### config.mk
export PLATFORM = sky130hd
export DESIGN_NAME = hsync_genlock_pll_logic
export DESIGN_NICKNAME = d
export VERILOG_FILES = /design/src/hw/hsync_genlock_pkg.sv /design/src/hw/sync_filter3.sv /design/src/hw/hsync_genlock_pll_logic.sv
export VERILOG_INCLUDE_DIRS = /design/src /design/src/hw
export SDC_FILE = /design/constraint.sdc
export NUM_CORES = 1
export LEC_CHECK = 0
export BUFFER_PORTS_ARGS = -buffer_cell sky130_fd_sc_hd__buf_2
export CORE_ASPECT_RATIO = 0.7
export CORE_MARGIN = 1
export CORE_UTILIZATION = 40
export CTS_CLUSTER_SIZE = 28
export DETAILED_ROUTE_END_ITERATION = 12
export GPL_ROUTABILITY_DRIVEN = 0
export GPL_TIMING_DRIVEN = 0
export SYNTH_ARGS = -nofsm -noshare
export SYNTH_HDL_FRONTEND = slang
export SYNTH_HIERARCHICAL = 1
export SYNTH_SLANG_ARGS = --single-unit
### constraint.sdc
create_clock -name sys_clk -period 4.5 [get_ports sys_clk]
set_input_delay 0.225 -clock sys_clk [delete_from_list [all_inputs] [get_ports sys_clk]]
set_output_delay 0.225 -clock sys_clk [all_outputs]
set_load 0.01 [all_outputs]
### src/hw/hsync_genlock_cfg.svh
`ifndef HSYNC_GENLOCK_CFG_SVH
`define HSYNC_GENLOCK_CFG_SVH

// byte offsets
`define REG_CTRL          8'h00
`define REG_STATUS        8'h04
`define REG_INT_STATUS    8'h08
`define REG_INT_MASK      8'h0C
`define REG_PHASE_ERR     8'h10

// control fields
`define CTRL_LOOP_EN_BIT  0
`define CTRL_RESET        1'b1

// status fields
`define STS_LOCKED_BIT    0
`define STS_MODE_LSB      1
`define STS_PUMP_LSB      3
`define STS_DIVSEL_BIT    5
`define STS_DIVISOR_LSB   16

// interrupt bits
`define INT_LOCK_GAINED   0
`define INT_LOCK_LOST     1
`define INT_REALIGN       2
`define INT_W             3

// divisor table
`define DIV_000           11'h353
`define DIV_001           11'h360
`define DIV_010           11'h3B0
`define DIV_011           11'h46F
`define DIV_100           11'h2AA
`define DIV_101           11'h35A
`define DIV_110           11'h30C
`define DIV_111           11'h38E

// timing
`define SYS_CLK_MHZ       125
`define SYNC_DELAY_NS     200
`define SYNC_DELAY_CYC    ((`SYNC_DELAY_NS * `SYS_CLK_MHZ + 999) / 1000)
`define LOCK_WINDOW_NS    50
`define LOCK_WINDOW_CYC   ((`LOCK_WINDOW_NS * `SYS_CLK_MHZ) / 1000)

`endif

### src/hw/hsync_genlock_pkg.sv
`default_nettype none
package hsync_genlock_pkg;

    typedef enum logic [1:0] {
        MODE_NORMAL = 2'b00,
        MODE_FAST   = 2'b01,
        MODE_COAST  = 2'b10,
        MODE_NONE   = 2'b11
    } mode_e;

    typedef enum logic [1:0] {
        PUMP_HIZ    = 2'b00,
        PUMP_SOURCE = 2'b01,
        PUMP_SINK   = 2'b10
    } pump_e;

    typedef enum logic {
        LK_HUNT   = 1'b0,
        LK_LOCKED = 1'b1
    } lock_e;

    typedef struct packed {
        logic msb;
        logic mid;
        logic lsb;
    } divsel_s;

    typedef struct packed {
        logic up;
        logic down;
    } pfd_s;

endpackage
`default_nettype wire

### src/hw/sync_filter3.sv
`default_nettype none
module sync_filter3 #(
    parameter int WIDTH = 1
) (
    input  wire logic             sys_clk,
    input  wire logic             reset_n,
    input  wire logic [WIDTH-1:0] rawIn,
    output logic      [WIDTH-1:0] stable_q
);
    logic [WIDTH-1:0] stage1_q;
    logic [WIDTH-1:0] stage2_q;
    logic [WIDTH-1:0] stage3_q;

    always_ff @(posedge sys_clk or negedge reset_n) begin
        if (!reset_n) begin
            stage1_q <= '0;
            stage2_q <= '0;
            stage3_q <= '0;
        end else begin
            stage1_q <= rawIn;
            stage2_q <= stage1_q;
            stage3_q <= stage2_q;
        end
    end

    // a bit only moves once two settled samples agree
    genvar i;
    generate
        for (i = 0; i < WIDTH; i++) begin : g_bit
            always_ff @(posedge sys_clk or negedge reset_n) begin
                if (!reset_n) begin
                    stable_q[i] <= 1'b0;
                end else if (stage2_q[i] == stage3_q[i]) begin
                    stable_q[i] <= stage3_q[i];
                end
            end
        end
    endgenerate
endmodule
`default_nettype wire

### src/hw/hsync_genlock_pll_logic.sv
// Functional notes
// select pins pick N: 851,864,944,1135,682,858,780,910.
// delay line sync falling edge about 200 ns; delayed edge is reference.
// oscillator feeds divide-by-N counter and a buffered clock output.
// detector compares divided clock and delayed sync, drives pump commands.
// sync leads or is faster: pump sources current.
// sync lags or is slower: pump sinks current.
// divide select high: internal divider drives divided clock pin, compared.
// divide select low: pin is input, outside supplies divided clock.
// mode low normal, mid or floating fast lock, high coast.
// normal mode corrects until error zero, then pump high impedance.
// small errors in normal mode keep tracking with lock output low.
// fast lock resets divided clock on large phase error to align.
// fast lock reaches near-lock in about two lines; spacing may jump.
// coast disables detector and holds pump high impedance.
// controller uses fast lock for irregular sync, then returns to normal.
// lock output low while locked, pulses high when out of lock.
// lock only when edge offset is under 50 ns.
// mode arrives as two-bit code; pump idles high impedance until valid.
// pump command is one of source, sink, high impedance, never both.
`default_nettype none
`include "hsync_genlock_cfg.svh"
module hsync_genlock_pll_logic
    import hsync_genlock_pkg::*;
#(
    parameter int ADDR_W = 8
) (
    input  wire logic              sys_clk,
    input  wire logic              reset_n,
    input  wire logic [ADDR_W-1:0] s_axi_awaddr,
    input  wire logic              s_axi_awvalid,
    output logic                   s_axi_awready,
    input  wire logic [31:0]       s_axi_wdata,
    input  wire logic [3:0]        s_axi_wstrb,
    input  wire logic              s_axi_wvalid,
    output logic                   s_axi_wready,
    output logic [1:0]             s_axi_bresp,
    output logic                   s_axi_bvalid,
    input  wire logic              s_axi_bready,
    input  wire logic [ADDR_W-1:0] s_axi_araddr,
    input  wire logic              s_axi_arvalid,
    output logic                   s_axi_arready,
    output logic [31:0]            s_axi_rdata,
    output logic [1:0]             s_axi_rresp,
    output logic                   s_axi_rvalid,
    input  wire logic              s_axi_rready,
    input  wire logic              oscillator_input,
    input  wire logic              lineSyncIn,
    input  wire logic              divisor_select_msb,
    input  wire logic              divisor_select_mid,
    input  wire logic              divisor_select_lsb,
    input  wire logic              divideSelect,
    input  wire logic [1:0]        modeCode,
    input  wire logic              divided_clock_pin_in,
    output logic                   divided_clock_pin_out,
    output logic                   divided_clock_pin_oe,
    output logic                   clockOut,
    output logic                   pumpSource,
    output logic                   pumpSink,
    output logic                   lock_indicator_out,
    output logic                   irq
);
    localparam logic [7:0]  DELAY_CYC = 8'(`SYNC_DELAY_CYC);
    localparam logic [15:0] LOCK_CYC  = 16'(`LOCK_WINDOW_CYC);

    function automatic logic [10:0] divisorOf(input divsel_s sel);
        case (sel)
            3'b000:  divisorOf = `DIV_000;
            3'b001:  divisorOf = `DIV_001;
            3'b010:  divisorOf = `DIV_010;
            3'b011:  divisorOf = `DIV_011;
            3'b100:  divisorOf = `DIV_100;
            3'b101:  divisorOf = `DIV_101;
            3'b110:  divisorOf = `DIV_110;
            default: divisorOf = `DIV_111;
        endcase
    endfunction

    // pins cross into sys_clk here
    logic [8:0] pinsSync;
    sync_filter3 #(.WIDTH(9)) u_pins (
        .sys_clk  (sys_clk),
        .reset_n  (reset_n),
        .rawIn    ({modeCode, divideSelect, divisor_select_msb, divisor_select_mid,
                    divisor_select_lsb, divided_clock_pin_in, lineSyncIn,
                    oscillator_input}),
        .stable_q (pinsSync)
    );

    logic    oscLevel;
    logic    syncLevel;
    logic    extDivLevel;
    divsel_s divSel;
    logic    intDivider;
    mode_e   mode;
    assign oscLevel    = pinsSync[0];
    assign syncLevel   = pinsSync[1];
    assign extDivLevel = pinsSync[2];
    assign divSel      = divsel_s'(pinsSync[5:3]);
    assign intDivider  = pinsSync[6];
    assign mode        = mode_e'(pinsSync[8:7]);

    logic        oscPrev_q;
    logic        syncPrev_q;
    logic        extPrev_q;
    logic        modeValid_q;
    logic        loopEnable_q;
    logic [7:0]  delayCnt_q;
    logic        refEdge_q;
    logic [10:0] divCnt_q;
    logic [10:0] divisor;
    logic        oscRise;
    logic        intWrap;
    logic        divEdge;
    logic [15:0] sinceDiv_q;
    logic        realign;
    pfd_s        pfd_q;
    pfd_s        pfd_d;
    logic        pfdOn;
    logic [15:0] errCnt_q;
    logic [15:0] lastErr_q;
    lock_e       lock_q;
    logic        lockGained;
    logic        lockLost;
    logic [`INT_W-1:0] intStatus_q;
    logic [`INT_W-1:0] intMask_q;

    assign divisor = divisorOf(divSel);
    assign oscRise = oscLevel & ~oscPrev_q;
    assign intWrap = oscRise && (divCnt_q == divisor - 11'h001);
    // fast lock: reference arrived with no divider edge close by
    assign realign = refEdge_q && (mode == MODE_FAST) && intDivider
                     && (sinceDiv_q > LOCK_CYC);
    assign divEdge = intDivider ? (intWrap | realign)
                                : (extDivLevel & ~extPrev_q);
    assign pfdOn   = loopEnable_q && modeValid_q
                     && (mode == MODE_NORMAL || mode == MODE_FAST);

    always_ff @(posedge sys_clk or negedge reset_n) begin
        if (!reset_n) begin
            oscPrev_q   <= 1'b0;
            syncPrev_q  <= 1'b0;
            extPrev_q   <= 1'b0;
            modeValid_q <= 1'b0;
        end else begin
            oscPrev_q   <= oscLevel;
            syncPrev_q  <= syncLevel;
            extPrev_q   <= extDivLevel;
            modeValid_q <= (mode != MODE_NONE);
        end
    end

    // buffered oscillator copy
    always_ff @(posedge sys_clk or negedge reset_n) begin
        if (!reset_n) begin
            clockOut <= 1'b0;
        end else begin
            clockOut <= oscLevel;
        end
    end

    // falling sync edge starts the delay; a new edge restarts it
    always_ff @(posedge sys_clk or negedge reset_n) begin
        if (!reset_n) begin
            delayCnt_q <= 8'h00;
            refEdge_q  <= 1'b0;
        end else begin
            refEdge_q <= (delayCnt_q == 8'h01);
            if (!syncLevel && syncPrev_q) begin
                delayCnt_q <= DELAY_CYC;
            end else if (delayCnt_q != 8'h00) begin
                delayCnt_q <= delayCnt_q - 8'h01;
            end
        end
    end

    always_ff @(posedge sys_clk or negedge reset_n) begin
        if (!reset_n) begin
            divCnt_q <= 11'h000;
        end else if (realign) begin
            divCnt_q <= 11'h000;
        end else if (oscRise) begin
            if (divCnt_q >= divisor - 11'h001) begin
                divCnt_q <= 11'h000;
            end else begin
                divCnt_q <= divCnt_q + 11'h001;
            end
        end
    end

    // rising divided edge at count zero, half period high
    always_ff @(posedge sys_clk or negedge reset_n) begin
        if (!reset_n) begin
            divided_clock_pin_out <= 1'b0;
            divided_clock_pin_oe  <= 1'b0;
        end else begin
            divided_clock_pin_out <= intDivider && (divCnt_q < {1'b0, divisor[10:1]});
            divided_clock_pin_oe  <= intDivider;
        end
    end

    always_ff @(posedge sys_clk or negedge reset_n) begin
        if (!reset_n) begin
            sinceDiv_q <= 16'hFFFF;
        end else if (divEdge) begin
            sinceDiv_q <= 16'h0000;
        end else if (sinceDiv_q != 16'hFFFF) begin
            sinceDiv_q <= sinceDiv_q + 16'h0001;
        end
    end

    // detector: earlier edge opens its side, the later edge closes both
    always_comb begin
        pfd_d.up   = pfd_q.up | (refEdge_q & ~realign);
        pfd_d.down = pfd_q.down | (divEdge & ~realign);
        if (!pfdOn || (pfd_d.up && pfd_d.down)) begin
            pfd_d = '0;
        end
    end

    always_ff @(posedge sys_clk or negedge reset_n) begin
        if (!reset_n) begin
            pfd_q      <= '0;
            pumpSource <= 1'b0;
            pumpSink   <= 1'b0;
        end else begin
            pfd_q      <= pfd_d;
            pumpSource <= pfd_d.up;
            pumpSink   <= pfd_d.down;
        end
    end

    // error width in cycles; closing edge decides lock
    always_ff @(posedge sys_clk or negedge reset_n) begin
        if (!reset_n) begin
            errCnt_q  <= 16'h0000;
            lastErr_q <= 16'h0000;
        end else if (pfd_q.up || pfd_q.down) begin
            if (pfd_d.up || pfd_d.down) begin
                if (errCnt_q != 16'hFFFF) begin
                    errCnt_q <= errCnt_q + 16'h0001;
                end
            end else begin
                lastErr_q <= errCnt_q + 16'h0001;
                errCnt_q  <= 16'h0000;
            end
        end else begin
            errCnt_q <= 16'h0000;
        end
    end

    assign lockGained = (lock_q == LK_HUNT) && !(pfd_d.up || pfd_d.down) && pfdOn
                        && (((pfd_q.up || pfd_q.down) && errCnt_q < LOCK_CYC)
                            || (refEdge_q && divEdge && !realign));
    assign lockLost   = (lock_q == LK_LOCKED) && (errCnt_q >= LOCK_CYC);

    always_ff @(posedge sys_clk or negedge reset_n) begin
        if (!reset_n) begin
            lock_q <= LK_HUNT;
        end else begin
            case (lock_q)
                LK_HUNT:   if (lockGained) lock_q <= LK_LOCKED;
                LK_LOCKED: if (lockLost) lock_q <= LK_HUNT;
                default:   lock_q <= LK_HUNT;
            endcase
        end
    end

    // pulses while an open error outlasts the window
    always_ff @(posedge sys_clk or negedge reset_n) begin
        if (!reset_n) begin
            lock_indicator_out <= 1'b1;
        end else begin
            lock_indicator_out <= (pfd_q.up || pfd_q.down) && pfdOn
                                  && (errCnt_q >= LOCK_CYC);
        end
    end

    logic              awHeld_q;
    logic              wHeld_q;
    logic [ADDR_W-1:0] awAddr_q;
    logic [31:0]       wData_q;
    logic [3:0]        wStrb_q;
    logic              doWrite;
    logic [`INT_W-1:0] clearBits;
    logic [`INT_W-1:0] events;

    assign doWrite = awHeld_q && wHeld_q && !s_axi_bvalid;
    assign events  = {realign, lockLost, lockGained};
    assign clearBits = (doWrite && awAddr_q == `REG_INT_STATUS && wStrb_q[0])
                       ? wData_q[`INT_W-1:0] : '0;

    always_ff @(posedge sys_clk or negedge reset_n) begin
        if (!reset_n) begin
            awHeld_q      <= 1'b0;
            wHeld_q       <= 1'b0;
            awAddr_q      <= '0;
            wData_q       <= 32'h0000_0000;
            wStrb_q       <= 4'h0;
            s_axi_awready <= 1'b1;
            s_axi_wready  <= 1'b1;
            s_axi_bvalid  <= 1'b0;
            s_axi_bresp   <= 2'h0;
        end else begin
            if (s_axi_awvalid && s_axi_awready) begin
                awHeld_q      <= 1'b1;
                awAddr_q      <= s_axi_awaddr;
                s_axi_awready <= 1'b0;
            end
            if (s_axi_wvalid && s_axi_wready) begin
                wHeld_q      <= 1'b1;
                wData_q      <= s_axi_wdata;
                wStrb_q      <= s_axi_wstrb;
                s_axi_wready <= 1'b0;
            end
            if (doWrite) begin
                s_axi_bvalid <= 1'b1;
                if (awAddr_q == `REG_CTRL || awAddr_q == `REG_INT_STATUS
                    || awAddr_q == `REG_INT_MASK) begin
                    s_axi_bresp <= 2'h0;
                end else begin
                    s_axi_bresp <= 2'h2;
                end
            end
            if (s_axi_bvalid && s_axi_bready) begin
                s_axi_bvalid  <= 1'b0;
                awHeld_q      <= 1'b0;
                wHeld_q       <= 1'b0;
                s_axi_awready <= 1'b1;
                s_axi_wready  <= 1'b1;
            end
        end
    end

    always_ff @(posedge sys_clk or negedge reset_n) begin
        if (!reset_n) begin
            loopEnable_q <= `CTRL_RESET;
            intMask_q    <= '0;
        end else if (doWrite && wStrb_q[0]) begin
            if (awAddr_q == `REG_CTRL) begin
                loopEnable_q <= wData_q[`CTRL_LOOP_EN_BIT];
            end else if (awAddr_q == `REG_INT_MASK) begin
                intMask_q <= wData_q[`INT_W-1:0];
            end
        end
    end

    // a fresh event beats a clear in the same cycle
    always_ff @(posedge sys_clk or negedge reset_n) begin
        if (!reset_n) begin
            intStatus_q <= '0;
            irq         <= 1'b0;
        end else begin
            intStatus_q <= (intStatus_q & ~clearBits) | events;
            irq         <= |(intStatus_q & intMask_q);
        end
    end

    always_ff @(posedge sys_clk or negedge reset_n) begin
        if (!reset_n) begin
            s_axi_arready <= 1'b1;
            s_axi_rvalid  <= 1'b0;
            s_axi_rdata   <= 32'h0000_0000;
            s_axi_rresp   <= 2'h0;
        end else if (s_axi_arvalid && s_axi_arready) begin
            s_axi_arready <= 1'b0;
            s_axi_rvalid  <= 1'b1;
            s_axi_rresp   <= 2'h0;
            s_axi_rdata   <= 32'h0000_0000;
            if (s_axi_araddr == `REG_CTRL) begin
                s_axi_rdata[`CTRL_LOOP_EN_BIT] <= loopEnable_q;
            end else if (s_axi_araddr == `REG_STATUS) begin
                s_axi_rdata[`STS_LOCKED_BIT] <= (lock_q == LK_LOCKED);
                s_axi_rdata[`STS_MODE_LSB +: 2] <= mode;
                s_axi_rdata[`STS_PUMP_LSB +: 2] <= {pumpSink, pumpSource};
                s_axi_rdata[`STS_DIVSEL_BIT] <= intDivider;
                s_axi_rdata[`STS_DIVISOR_LSB +: 11] <= divisor;
            end else if (s_axi_araddr == `REG_INT_STATUS) begin
                s_axi_rdata[`INT_W-1:0] <= intStatus_q;
            end else if (s_axi_araddr == `REG_INT_MASK) begin
                s_axi_rdata[`INT_W-1:0] <= intMask_q;
            end else if (s_axi_araddr == `REG_PHASE_ERR) begin
                s_axi_rdata[15:0] <= lastErr_q;
            end else begin
                s_axi_rresp <= 2'h2;
            end
        end else if (s_axi_rvalid && s_axi_rready) begin
            s_axi_rvalid  <= 1'b0;
            s_axi_arready <= 1'b1;
        end
    end
endmodule
`default_nettype wire

==> reports/results.ini <==
[worst_hold_path]
hp-class = in2reg
min-delay-start = s_axi_awaddr[6]
min_to = awAddr_q[6]
hold_depth = 2

[detailed_routing]
viasPerCell = 5.02
ant_nets = 0
drtIter0Drc = 428
wire_per_inst_um = 15.1
dr.pass1.iters = 7
drc = 0
vias = 5634
routed_wl_mm = 16.9

[synth]
synth_top_cell_area_share = 0.472
syn_avg_cell_area_um2 = 10.9
synth.area.top_cells = dfrtp_1, dfstp_2, ha_1, nand2_1, mux2_2
synthArstFlopShare = 1.00
syn_inst = 728
yosysUniqueCellTypes = 64
ys_warn_count = 6
synth_area_mm2 = 0.00791
ys_ff_latch = 170
synth_edf_count = 0
synth_top_area_cell = dfrtp_1
ys.flop_type = dfrtp_1
ys_seq_area_frac = 0.541

[power_and_ir_drop]
power_frac_comb = 0.148
seqPwrFrac = 0.464
power.leakage_nw = 4.36
netSwitchingPower_mw = 1.12
p_int_mw = 3.03
power.density_mw_per_mm2 = 437
swShare = 0.270
ir_drop_uv = 289
clkPwrFrac = 0.388
p_total_mw = 4.14

[global_route]
track_usage = 0.182
grt_pass1_wl_mm = 28.7
gr-total-overflow = 0
grt_pass1_vias = 5498
grt_max_degree = 116
antenna_found_initial = 0

[timing]
skew_ns = 0.0124
setup_ws_ns = 0.474
slew-limit-headroom = 0.540
tightest_slew_ns = 0.689
max_freq_ghz = 0.248
rsz0062_at_grt = false
setup_viol = 0
timing.hold.ws_ns = 0.0253
slew_violations = 0
min_period_ns = 4.03
hold_viol_final = 0
tns_ns = 0
fin_crit_sh = 0.895

[clock_tree]
numCtsBuffers = 17
cts_buffer_depth = 2
cts_max_level = 4
cts-root-buf = clkbuf_16
cts_setup_buffers = 0
clock_latency_ns = 0.43
cts_tree = yes
clk_pin_slew_worst_paths_ns = 0.07
cts_sinks = 170

[floorplan]
core-area_mm2 = 0.0191
die_x_um = 170
rows = 42
die-area_mm2 = 0.0203
io_pins = 116
initial_core_util = 0.413
die_h_um = 120

[finish]
n_antenna_cell = 0
nNetsFinal = 941
utilization = 0.496
layout.cells.non_filler = 1122
syn_to_final_growth_pct = 19.9
design_area_mm2 = 0.00948
drive_gt1_frac = 0.227

[flow_run]
maxCapViolCount = 0

[critical_path]
r2r_cells = 16
path_max_fanout = 10
reg2reg_to = lastErr_q[13]
path_class = reg2reg
startpoint_type = register
critPathArrivalTime_ns = 4.34
required_ns = 4.81
reg2reg_from = u_pins/stable_q[5]
cp-end-kind = register
reg2reg_setup_slack_ns = 0.47

[run_status]
status = completed

[placement]
port_buffers = 75
dp_slack_ns = 0.449
dpl-instance-area_mm2 = 0.00867
dp.final_hpwl_mm = 12.1
placed_cells = 1074

==> sequential cells by signal, summed over array words and instances, names as in the netlist, 2 cells and up <==
signal,flops
sinceDiv_q,16
intStatus_q,3
wData_q,3
intMask_q,3
pfd_q,2
u_pins/stage3_q,9
lastErr_q,16
divCnt_q,11
u_pins/stage1_q,9
delayCnt_q,8
u_pins/stable_q,9
errCnt_q,16
s_axi_rdata,27
awAddr_q,8
u_pins/stage2_q,9
==> kinds of logic (layout without fill, tap and decap cells) <==
| logic type | Yosys count | after routing | share of synthesized area |
|---|---|---|---|
| xor+xnor | 36 | 36 | 0.0399 |
| other cells | 1 | 7 | 0.000474 |
| compound gates | 130 | 130 | 0.108 |
| buf+inv | 57 | 181 | 0.0339 |
| simple gates | 259 | 259 | 0.161 |
| mux | 38 | 38 | 0.0576 |
| fa+ha+maj | 37 | 37 | 0.0571 |
| flops | 170 | 170 | 0.541 |
==> layout make-up <==
class,count,area (um^2)
clock buffers,18,429
repair buffers,92,573
flip-flops and latches,170,4280
well taps,264,330
plain buffers,31,170
fillers,1798,9650
multi-input cells,507,3380
inverters,26,97.6
clock inverters,14,219
==> cells in the final DEF (no fill, tap or decap), types with 5 or more instances in the layout <==
cell	count
maj3_2	9
and3_1	12
a21oi_1	21
nand3_1	16
nor4_1	8
buf_4	7
a21o_1	6
o21ai_0	45
xnor2_1	17
nand4_1	14
ha_1	28
conb_1	7
dlygate4sd3_1	16
buf_2	77
nor2_1	71
a211oi_1	7
bufinv_16	5
inv_1	26
mux2_4	9
mux2i_1	5
clkbuf_1	19
dfstp_2	21
o21a_1	11
nand2_1	79
and4_1	5
nor3_1	12
a22o_1	5
clkbuf_16	17
dfrtp_1	149
nor2b_1	9
mux2_2	24
nor3b_1	11
xor2_1	19
==> power groups by stage <==
stage | Clock [mW] | Combinational (mW) | Sequential, mW
3_5_place_dp | 0 | 0.606 | 1.94
6_report | 1.61 | 0.614 | 1.92
5_1_grt | 1.71 | 0.705 | 1.95
4_1_cts | 1.65 | 0.621 | 1.92
3_3_place_gp | 0 | 0.589 | 1.94
2_1_floorplan | 0 | 0.431 | 1.90
==> routing by layer <==
layer	wire length, um	vias to the layer above	GRT usage
met3	759	9	0.0412
li1	-	2800	-
met1	9200	2715	0.285
met5	0	-	0
met2	6820	110	0.244
met4	127	0	0.0546
==> cell usage after synthesis, drive strengths merged (14+ instances only) <==
cell type    n
nor2        72
nand4       14
ha          28
xor2        19
dfstp       21
xnor2       17
dfrtp      149
clkbuf      18
a21oi       21
nand3       16
inv         26
o21ai       46
mux2        33
nand2       79
==> worst max-delay path by stage <==
stage	startpoint	depth (start not counted)	to
final	u_pins/stable_q[5]	16	lastErr_q[13]
after global routing	u_pins/stable_q[5]	16	lastErr_q[13]
after CTS	u_pins/stable_q[5]	16	lastErr_q[13]
after detailed placement	u_pins/stable_q[5]	16	lastErr_q[12]
after global placement	u_pins/stable_q[5]	16	lastErr_q[13]
after floorplan	u_pins/stable_q[5]	16	lastErr_q[0]
==> what timing repair did <==
action,CTS,global route
setup endpoints to repair,0,0
resized for setup,0,0
endpoints found under the hold margin,68,0
hold buffers,16,0
==> worst max-delay path, stage by stage, from the launching register on <==
cell	delay [ns]
dfrtp_1	0.41
clkbuf_1	0.20
or3b_2	0.47
o21ai_0	0.21
ha_1	0.28
nor2_1	0.07
nand2_1	0.07
o21ai_0	0.10
ha_1	0.33
nand4_1	0.10
nor3_1	0.40
a31oi_2	0.26
nor2_2	0.20
a221o_1	0.19
buf_6	0.15
buf_12	0.15
mux2_4	0.30
Note: power is estimated with default switching activity, not from simulation.
